==> src/hdl/uafc_pkg.sv <==
// Shared constants and types of the uplink frequency-control pin driver
package uafc_pkg;

    // ********************************************************************
    // Connector and codes
    // ********************************************************************
    localparam int          PINS      = 25;
    localparam int          FREQ_BITS = 24;
    localparam logic [4:0]  CODE_GND  = 5'h1F;
    localparam logic [4:0]  CODE_HIGH = 5'h1E;
    localparam logic [4:0]  CODE_IN   = 5'h1D;
    localparam logic [4:0]  CODE_OFF  = 5'h1C;

    // ********************************************************************
    // Uplink frame layout and timing
    // ********************************************************************
    localparam int          FRAME_BITS        = 40;
    localparam logic [3:0]  KIND_FREQ         = 4'h1;
    localparam logic [3:0]  KIND_MAP          = 4'h2;
    localparam logic [3:0]  KIND_CFG          = 4'h3;
    localparam int          CFG_INV_POS       = 16;
    localparam int          CLK_PERIOD_NS     = 10;
    localparam int          UPL_BIT_CLKS_FULL = 8;
    localparam int          VALID_HOLD_NS     = 1_000_000;
    localparam int          VALID_HOLD_CYC    = VALID_HOLD_NS / CLK_PERIOD_NS;

    // ********************************************************************
    // Register map
    // ********************************************************************
    localparam logic [11:0] REG_STATUS   = 12'h000;
    localparam logic [11:0] REG_FREQ     = 12'h004;
    localparam logic [11:0] REG_INT_STAT = 12'h008;
    localparam logic [11:0] REG_INT_MASK = 12'h00C;
    localparam logic [11:0] REG_FAULT    = 12'h010;
    localparam int          ST_VALID_POS = 0;
    localparam int          ST_FAULT_POS = 1;
    localparam int          ST_MODE_POS  = 2;
    localparam int          ST_RATIO_POS = 4;
    localparam int          INT_W        = 4;
    localparam int          INT_OK_POS   = 0;
    localparam int          INT_ERR_POS  = 1;
    localparam int          INT_FLT_POS  = 2;
    localparam int          INT_LOST_POS = 3;
    localparam logic [3:0]  INT_MASK_RST = 4'h0;

    typedef enum logic [1:0] {
        MODE_LOW_PINS,
        MODE_HIGH_PINS,
        MODE_SCRAMBLED,
        MODE_PINMAP
    } uafc_mode_type;

endpackage : uafc_pkg

==> src/hdl/uafc_sync.sv <==
// Two-stage synchroniser for asynchronous level inputs
`timescale 1ns/10ps
module uafc_sync #(
    parameter int WIDTH = 1
) (
    input  wire logic             ref_clk,
    input  wire logic             rst_b,
    input  wire logic [WIDTH-1:0] async_in,
    output logic      [WIDTH-1:0] sync_out
);
    logic [WIDTH-1:0] meta_q;
    logic [WIDTH-1:0] sync_q;

    if (WIDTH < 1)
    begin : g_bad
        $error("uafc_sync: WIDTH must be positive");
    end

    // First stage feeds only the second stage
    always_ff @(posedge ref_clk or negedge rst_b)
    begin
        if (!rst_b)
        begin
            meta_q <= '0;
            sync_q <= '0;
        end
        else
        begin
            meta_q <= async_in;
            sync_q <= meta_q;
        end
    end

    assign sync_out = sync_q;
endmodule : uafc_sync

==> src/hdl/uafc_uplink_rx.sv <==
// Serial uplink frame receiver with stop and checksum checks
`timescale 1ns/10ps
module uafc_uplink_rx
    import uafc_pkg::*;
#(
    parameter int BIT_CLKS_FULL = uafc_pkg::UPL_BIT_CLKS_FULL
) (
    input  wire logic        ref_clk,
    input  wire logic        rst_b,
    input  wire logic        line_in,
    input  wire logic        slow_clock,
    output logic             frame_ok,
    output logic             frame_err,
    output logic [39:0]      frame_data
);
    localparam int BIT_CLKS_SLOW = (BIT_CLKS_FULL * 3) / 4;

    if (BIT_CLKS_FULL < 4 || BIT_CLKS_FULL > 31 || FRAME_BITS != 40)
    begin : g_bad
        $error("uafc_uplink_rx: unsupported bit period or frame size");
    end

    typedef enum logic [1:0] {RX_IDLE, RX_START, RX_DATA, RX_STOP}
        uafc_rx_state_type;

    uafc_rx_state_type state_q, state_d;
    logic [4:0]        cnt_q, cnt_d;
    logic [5:0]        bits_q, bits_d;
    logic [39:0]       shift_q, shift_d, data_q, data_d;
    logic              ok_q, ok_d, err_q, err_d;
    logic [4:0]        period;
    logic              sum_good;

    always_comb
    begin
        // Bit period follows the local crystal choice
        period = slow_clock ? 5'(BIT_CLKS_SLOW) : 5'(BIT_CLKS_FULL);
        sum_good = (shift_q[39:32] ^ shift_q[31:24] ^ shift_q[23:16]
                    ^ shift_q[15:8]) == shift_q[7:0];
        state_d = state_q;
        cnt_d   = cnt_q;
        bits_d  = bits_q;
        shift_d = shift_q;
        data_d  = data_q;
        ok_d    = 1'b0;
        err_d   = 1'b0;
        unique case (state_q)
            RX_IDLE:
            begin
                if (!line_in)
                begin
                    state_d = RX_START;
                    cnt_d   = period >> 1;
                end
            end
            RX_START:
            begin
                if (cnt_q != 5'h0_0)
                    cnt_d = cnt_q - 5'h0_1;
                else if (!line_in)
                begin
                    state_d = RX_DATA;
                    cnt_d   = period - 5'h0_1;
                    bits_d  = 6'h0_0;
                end
                else
                    state_d = RX_IDLE;
            end
            RX_DATA:
            begin
                if (cnt_q != 5'h0_0)
                    cnt_d = cnt_q - 5'h0_1;
                else
                begin
                    shift_d = {shift_q[38:0], line_in};
                    cnt_d   = period - 5'h0_1;
                    bits_d  = bits_q + 6'h0_1;
                    if (bits_q == 6'(FRAME_BITS - 1))
                        state_d = RX_STOP;
                end
            end
            RX_STOP:
            begin
                if (cnt_q != 5'h0_0)
                    cnt_d = cnt_q - 5'h0_1;
                else
                begin
                    state_d = RX_IDLE;
                    // Corrupt frames never reach the stored data
                    if (line_in && sum_good)
                    begin
                        data_d = shift_q;
                        ok_d   = 1'b1;
                    end
                    else
                        err_d = 1'b1;
                end
            end
        endcase
    end

    always_ff @(posedge ref_clk or negedge rst_b)
    begin
        if (!rst_b)
        begin
            state_q <= RX_IDLE;
            cnt_q   <= '0;
            bits_q  <= '0;
            shift_q <= '0;
            data_q  <= '0;
            ok_q    <= 1'b0;
            err_q   <= 1'b0;
        end
        else
        begin
            state_q <= state_d;
            cnt_q   <= cnt_d;
            bits_q  <= bits_d;
            shift_q <= shift_d;
            data_q  <= data_d;
            ok_q    <= ok_d;
            err_q   <= err_d;
        end
    end

    assign frame_ok   = ok_q;
    assign frame_err  = err_q;
    assign frame_data = data_q;
endmodule : uafc_uplink_rx

==> src/hdl/uafc_pin_driver.sv <==
// Uplink listener driving frequency-control pins, fault relay, APB slave
`timescale 1ns/10ps
module uafc_pin_driver
    import uafc_pkg::*;
#(
    parameter int VALID_HOLD    = uafc_pkg::VALID_HOLD_CYC,
    parameter int BIT_CLKS_FULL = uafc_pkg::UPL_BIT_CLKS_FULL
) (
    input  wire logic                  ref_clk,
    input  wire logic                  rst_b,
    input  wire logic                  uplink_in,
    input  wire logic                  clock_ratio_jumper,
    input  wire logic                  protocol_select_low_jumper,
    input  wire logic                  protocol_select_high_jumper,
    input  wire logic [uafc_pkg::PINS-1:0] pin_in,
    output logic      [uafc_pkg::PINS-1:0] pin_out,
    output logic      [uafc_pkg::PINS-1:0] pin_oe,
    output logic                       fault_term_out,
    output logic                       fault_led,
    output logic                       uplink_valid_led,
    output logic                       irq,
    input  wire logic                  psel,
    input  wire logic                  penable,
    input  wire logic                  pwrite,
    input  wire logic [11:0]           paddr,
    input  wire logic [31:0]           pwdata,
    output logic      [31:0]           prdata,
    output logic                       pready,
    output logic                       pslverr
);
    import uafc_pkg::*;

    localparam int VW = $clog2(VALID_HOLD + 1);

    if (VALID_HOLD < 2)
    begin : g_bad
        $error("uafc_pin_driver: VALID_HOLD must be at least 2");
    end

    // ********************************************************************
    // Input synchronisers and receiver
    // ********************************************************************
    logic [PINS-1:0] pin_s;
    logic            line_s, ratio_s, sel_lo_s, sel_hi_s;
    logic            rx_ok, rx_err;
    logic [39:0]     rx_data;

    uafc_sync #(.WIDTH(PINS + 4)) u_sync (
        .ref_clk  (ref_clk),
        .rst_b    (rst_b),
        .async_in ({pin_in, uplink_in, clock_ratio_jumper,
                    protocol_select_low_jumper,
                    protocol_select_high_jumper}),
        .sync_out ({pin_s, line_s, ratio_s, sel_lo_s, sel_hi_s})
    );

    // Listen only: the uplink is an input and nothing drives it back
    uafc_uplink_rx #(.BIT_CLKS_FULL(BIT_CLKS_FULL)) u_rx (
        .ref_clk    (ref_clk),
        .rst_b      (rst_b),
        .line_in    (line_s),
        .slow_clock (ratio_s),
        .frame_ok   (rx_ok),
        .frame_err  (rx_err),
        .frame_data (rx_data)
    );

    // ********************************************************************
    // Mode decode and pin tables
    // ********************************************************************
    uafc_mode_type mode;

    always_comb
    begin
        unique case ({sel_hi_s, sel_lo_s})
            2'b11:   mode = MODE_LOW_PINS;
            2'b10:   mode = MODE_HIGH_PINS;
            2'b01:   mode = MODE_SCRAMBLED;
            default: mode = MODE_PINMAP;
        endcase
    end

    function automatic logic [4:0] fixed_code(uafc_mode_type m, int pin);
        logic [4:0] c;
        c = CODE_OFF;
        unique case (m)
            MODE_LOW_PINS:
                if (pin <= 16) c = 5'(pin - 1);
            MODE_HIGH_PINS:
                if (pin >= 10) c = 5'(25 - pin);
            MODE_SCRAMBLED:
            begin
                unique case (pin)
                    18: c = 5'h0_0;
                    19: c = 5'h0_1;
                    6:  c = 5'h0_2;
                    7:  c = 5'h0_3;
                    21: c = 5'h0_4;
                    22: c = 5'h0_5;
                    23: c = 5'h0_6;
                    11: c = 5'h0_7;
                    10: c = 5'h0_8;
                    9:  c = 5'h0_9;
                    20: c = 5'h0_A;
                    8:  c = 5'h0_B;
                    12: c = 5'h0_C;
                    25: c = 5'h0_D;
                    13: c = 5'h0_E;
                    24: c = 5'h0_F;
                    default: c = CODE_OFF;
                endcase
            end
            default: c = CODE_OFF;
        endcase
        return c;
    endfunction : fixed_code

    // ********************************************************************
    // Uplink-loaded state
    // ********************************************************************
    logic [FREQ_BITS-1:0] freq_q, freq_d;
    logic [4:0]           map_q [PINS];
    logic [4:0]           map_d [PINS];
    logic [4:0]           fpin_q, fpin_d;
    logic                 finv_q, finv_d;
    logic [3:0]           kind;

    assign kind = rx_data[39:36];

    always_comb
    begin
        freq_d = freq_q;
        map_d  = map_q;
        fpin_d = fpin_q;
        finv_d = finv_q;
        // Only checked frames update anything
        if (rx_ok)
        begin
            if (kind == KIND_FREQ)
                freq_d = rx_data[31:8];
            if (kind == KIND_MAP)
                for (int k = 0; k < 4; k++)
                    if (int'(rx_data[35:32]) * 4 + k < PINS)
                        map_d[int'(rx_data[35:32]) * 4 + k] =
                            rx_data[8 + 5 * k +: 5];
            if (kind == KIND_CFG)
            begin
                fpin_d = rx_data[12:8];
                finv_d = rx_data[CFG_INV_POS];
            end
        end
    end

    always_ff @(posedge ref_clk or negedge rst_b)
    begin
        if (!rst_b)
        begin
            freq_q <= '0;
            for (int i = 0; i < PINS; i++)
                map_q[i] <= CODE_GND;
            fpin_q <= '0;
            finv_q <= 1'b0;
        end
        else
        begin
            freq_q <= freq_d;
            map_q  <= map_d;
            fpin_q <= fpin_d;
            finv_q <= finv_d;
        end
    end

    // ********************************************************************
    // Pin drivers and fault relay
    // ********************************************************************
    logic [4:0]      fault_pin;
    logic            fault_raw;
    logic [PINS-1:0] out_d, oe_d, out_q, oe_q;
    logic            fault_q;

    always_comb
    begin
        unique case (mode)
            MODE_LOW_PINS:  fault_pin = 5'h1_9;
            MODE_HIGH_PINS: fault_pin = 5'h0_3;
            MODE_SCRAMBLED: fault_pin = 5'h0_4;
            default:        fault_pin = fpin_q;
        endcase
        fault_raw = 1'b0;
        if (fault_pin != 5'h0_0 && fault_pin <= 5'(PINS))
            fault_raw = pin_s[fault_pin - 5'h0_1] ^ finv_q;
    end

    for (genvar p = 0; p < PINS; p++)
    begin : g_pin
        logic [4:0] code;
        always_comb
        begin
            code = (mode == MODE_PINMAP) ? map_q[p] : fixed_code(mode, p + 1);
            out_d[p] = 1'b0;
            oe_d[p]  = 1'b1;
            // The fault pin is always released so it can be read
            if (fault_pin == 5'(p + 1) || code == CODE_IN || code == CODE_OFF)
                oe_d[p] = 1'b0;
            else if (code < 5'(FREQ_BITS))
                out_d[p] = freq_q[code];
            else if (code == CODE_HIGH)
                out_d[p] = 1'b1;
            else
                out_d[p] = 1'b0;
        end
    end

    always_ff @(posedge ref_clk or negedge rst_b)
    begin
        if (!rst_b)
        begin
            out_q   <= '0;
            oe_q    <= '0;
            fault_q <= 1'b0;
        end
        else
        begin
            out_q   <= out_d;
            oe_q    <= oe_d;
            fault_q <= fault_raw;
        end
    end

    assign pin_out        = out_q;
    assign pin_oe         = oe_q;
    assign fault_term_out = fault_q;
    assign fault_led      = fault_q;

    // ********************************************************************
    // Uplink valid timer
    // ********************************************************************
    logic [VW-1:0] vcnt_q, vcnt_d;
    logic          valid_q, valid_d;

    always_comb
    begin
        vcnt_d = vcnt_q;
        if (rx_ok)
            vcnt_d = VW'(VALID_HOLD);
        else if (vcnt_q != '0)
            vcnt_d = vcnt_q - VW'(1);
        valid_d = (vcnt_d != '0);
    end

    always_ff @(posedge ref_clk or negedge rst_b)
    begin
        if (!rst_b)
        begin
            vcnt_q  <= '0;
            valid_q <= 1'b0;
        end
        else
        begin
            vcnt_q  <= vcnt_d;
            valid_q <= valid_d;
        end
    end

    assign uplink_valid_led = valid_q;

    // ********************************************************************
    // APB registers and interrupt
    // ********************************************************************
    logic [INT_W-1:0] ist_q, ist_d, imask_q, imask_d, ev;
    logic [31:0]      rd_q, rd_d;
    logic             wr_acc, hit;

    assign wr_acc = psel && penable && pwrite;

    always_comb
    begin
        hit = (paddr == REG_STATUS) || (paddr == REG_FREQ)
           || (paddr == REG_INT_STAT) || (paddr == REG_INT_MASK)
           || (paddr == REG_FAULT);
        ev = '0;
        ev[INT_OK_POS]   = rx_ok;
        ev[INT_ERR_POS]  = rx_err;
        ev[INT_FLT_POS]  = fault_raw && !fault_q;
        ev[INT_LOST_POS] = valid_q && !valid_d;
        imask_d = imask_q;
        ist_d   = ist_q;
        if (wr_acc && paddr == REG_INT_MASK)
            imask_d = pwdata[INT_W-1:0];
        // A new event wins over a same-cycle clear
        if (wr_acc && paddr == REG_INT_STAT)
            ist_d = ist_q & ~pwdata[INT_W-1:0];
        ist_d = ist_d | ev;
        rd_d = rd_q;
        // Read data is captured in setup so it is a flop in access
        if (psel && !penable && !pwrite)
        begin
            rd_d = 32'h0000_0000;
            unique case (paddr)
                REG_STATUS:
                begin
                    rd_d[ST_VALID_POS]      = valid_q;
                    rd_d[ST_FAULT_POS]      = fault_q;
                    rd_d[ST_MODE_POS +: 2]  = mode;
                    rd_d[ST_RATIO_POS]      = ratio_s;
                end
                REG_FREQ:     rd_d[FREQ_BITS-1:0] = freq_q;
                REG_INT_STAT: rd_d[INT_W-1:0]     = ist_q;
                REG_INT_MASK: rd_d[INT_W-1:0]     = imask_q;
                REG_FAULT:
                begin
                    rd_d[4:0]         = fpin_q;
                    rd_d[CFG_INV_POS] = finv_q;
                end
                default:      rd_d = 32'h0000_0000;
            endcase
        end
    end

    always_ff @(posedge ref_clk or negedge rst_b)
    begin
        if (!rst_b)
        begin
            ist_q   <= '0;
            imask_q <= INT_MASK_RST;
            rd_q    <= '0;
        end
        else
        begin
            ist_q   <= ist_d;
            imask_q <= imask_d;
            rd_q    <= rd_d;
        end
    end

    assign prdata  = rd_q;
    assign pready  = 1'b1;
    assign pslverr = psel && penable && !hit;
    assign irq     = |(ist_q & imask_q);
endmodule : uafc_pin_driver

==> config.mk <==
export PLATFORM = sky130hd
export DESIGN_NAME = uafc_pin_driver
export DESIGN_NICKNAME = d
export VERILOG_FILES = /design/src/hdl/uafc_pkg.sv /design/src/hdl/uafc_sync.sv /design/src/hdl/uafc_uplink_rx.sv /design/src/hdl/uafc_pin_driver.sv
export SDC_FILE = /design/constraint.sdc
export NUM_CORES = 1
export LEC_CHECK = 0
export BUFFER_PORTS_ARGS = -buffer_cell sky130_fd_sc_hd__clkbuf_2
export CAP_MARGIN = 20
export CORE_MARGIN = 5
export CORE_UTILIZATION = 61
export DETAILED_ROUTE_END_ITERATION = 16
export PLACE_DENSITY = 0.79
export SKIP_LAST_GASP = 1
export SYNTH_ARGS = -nofsm -noshare
export SYNTH_HDL_FRONTEND = slang
export SYNTH_HIERARCHICAL = 1
export SYNTH_SLANG_ARGS = --single-unit
==> constraint.sdc <==
create_clock -name ref_clk -period 4.4 [get_ports ref_clk]
set_input_delay 0.22 -clock ref_clk [delete_from_list [all_inputs] [get_ports ref_clk]]
set_output_delay 0.22 -clock ref_clk [all_outputs]
set_load 0.05 [all_outputs]
==> flow_summary.yaml <==
outcome:
  outcome: "complete, no violations"
setup_path:
  cp-start-kind: "flip-flop"
  rr_worst_depth: 9
  worst_path_dominant_cell_family: "multiplexers"
  arrival_ps: 4240
  cp_slowest_stage_delay_ps: 680
  cp_num_buf_inv: 2
  reg2reg_setup_slack_ps: 550
  crit_chain: "inv_1, ha_4, buf_12, mux2i_4, mux2i_1, mux4_2, and2_0, o211a_1, nor4b_1"
  critPathRequiredTime_ps: 4790
  endpoint_kind: "flip-flop"
  path_class: "reg -> reg"
  crit_path_top_delay_cell: "nor4b_1"
  cp_max_fo: 49
  cp_num_cells: 9
clocking:
  clock_sinks: 401
  h-tree-depth: 2
  cts_buffers: 45
  root_buffer: "clkbuf_16"
  tritoncts: "built"
  ctsLongestPathBuffers: 3
  cts_resized: 0
  clk_pin_slew_worst_paths_ps: 60
  clk_latency_ps: 580
placed_design:
  dp_slack_ps: 793
  dp.cells: 2702
  portBuffers: 128
  place_congestion: 0.985
  place_area_sq_um: 24300
  hpwl_microns: 46600
timing:
  slew_headroom: 0.211
  fin_ws_ps: 547
  fmax_ghz: 0.260
  rsz0062_at_grt: "false"
  hold_violations: 0
  finalCriticalPeriod_ps: 3850
  post-route-period-util: 0.876
  slew_viol_final: 0
  setup_viol: 0
  finClkSkew_ps: 24.3
  worst_slew_pin_slew_ps: 1180
  timing.setup.tns_ps: 0
routing:
  via_per_inst: 6.77
  drcViolationCount: 0
  ant_nets: 0
  first_pass_iters: 6
  drtIter0Drc: 2086
  wl_per_cell_microns: 25.3
  vias: 19100
  routed_wl_microns: 71400
synthesis:
  synth_area_sq_um: 23200
  avgSynthCellArea_sq_um: 10.7
  synthCells: 2178
  synth-warning-count: 6
layout:
  final_common_cell: "nand2_1"
  fin_area_sq_um: 26200
  finalNonFillerCells: 2819
  layout-drive-gt1-share: 0.297
  syn2layout_area_growth_pct: 13.0
  layout_common_cells: "nand2_1, dfrtp_1, mux2_2, mux2i_1, clkbuf_2"
  fin_nets: 2368
grt:
  grt-ovfl-total: 0
  grt_pass1_wl_microns: 110000
  grt_pass1_vias: 19000
  grtUsageTotal: 0.339
  grt_max_degree: 119
  antenna_found_initial: 2
floorplan:
  rows: 71
  initial_core_util: 0.617
  die_h_microns: 205
  num_io_pins: 166
  die_area_sq_um: 42000
  die_w_microns: 205
  core_area_sq_um: 37600
min_path:
  hp-class: "in -> reg"
  hold_path_depth: 3
power_and_ir_drop:
  vdd_ir_drop_max_mv: 0.484
  power.total_mw: 9.80
  p_leak_nw: 11.7
  p_per_area_nw_per_um2: 374
flow_run:
  cap_violations: 0
==> area by class of cell <==
cell class | count | area, sq um
Sequential cell | 401 | 10200
Clock buffer | 58 | 1280
Timing Repair Buffer | 230 | 1560
Tap cell | 511 | 639
Antenna cell | 1 | 2.50
Inverter | 45 | 169
Clock inverter | 24 | 312
Fill cell | 2702 | 11400
Multi-Input combinational cell | 1549 | 12100
==> tightest hold or removal path: cells and delay by family <==
family | cells | cell delay [ps]
and+or+nand+nor | 1 | 150
AOI/OAI and AO/OA | 1 | 80
buffers and inverters | 1 | 180
==> final timing paths <==
path	startpoint	end
worst max-delay path	u_sync/sync_out[1]$_DFF_PN0_	pin_out[6]$_DFF_PN0_
worst min-delay path	paddr[3]	prdata[4]$_DFFE_PN0P_
worst max register to register	u_sync/sync_out[1]$_DFF_PN0_	pin_out[6]$_DFF_PN0_
worst min register to register	u_sync/meta_q[28]$_DFF_PN0_	u_sync/sync_out[28]$_DFF_PN0_
max in group asynchronous	rst_b	freq_q[9]$_DFFE_PN0P_
min in group asynchronous	rst_b	pin_oe[15]$_DFF_PN0_
==> flip-flops by register name, indices dropped and copies added, names as in the netlist, 5 cells and up, named ones only <==
name	count
u_rx/cnt_q	5
u_rx/shift_q	40
map_q	125
vcnt_q	17
freq_q	24
u_sync/meta_q	29
fpin_q	5
u_sync/sync_out	29
u_rx/bits_q	6
prdata	24
pin_oe	25
pin_out	25
u_rx/frame_data	32
==> routing by layer <==
metal  share of wire  vias to the layer above  GRT usage
met4           0.073                        2      0.211
li1                -                     8094          -
met2            0.45                     1254      0.515
met5         0.00011                        -          0
met3            0.11                      409     0.0905
met1            0.36                     9313      0.435
==> stage by stage <==
stage	hold slack [ps]	utilization
floorplan	-75.6	-
global placement	209	0.646
detailed placement	219	0.646
CTS	93.9	0.698
global route	174	0.698
finish	113	0.698
==> power breakdown <==
group | internal (mW) | switching, mW | leakage (nW)
sequential | 3.90 | 0.192 | 4.82
clock | 2.42 | 1.56 | 0.765
combinational | 0.631 | 1.09 | 6.07
==> repair_timing <==
item	CTS	global route
setup buffers	0	0
hold buffers	34	0
endpoints found under the hold margin	91	0
(Power assumes the default switching activity.)
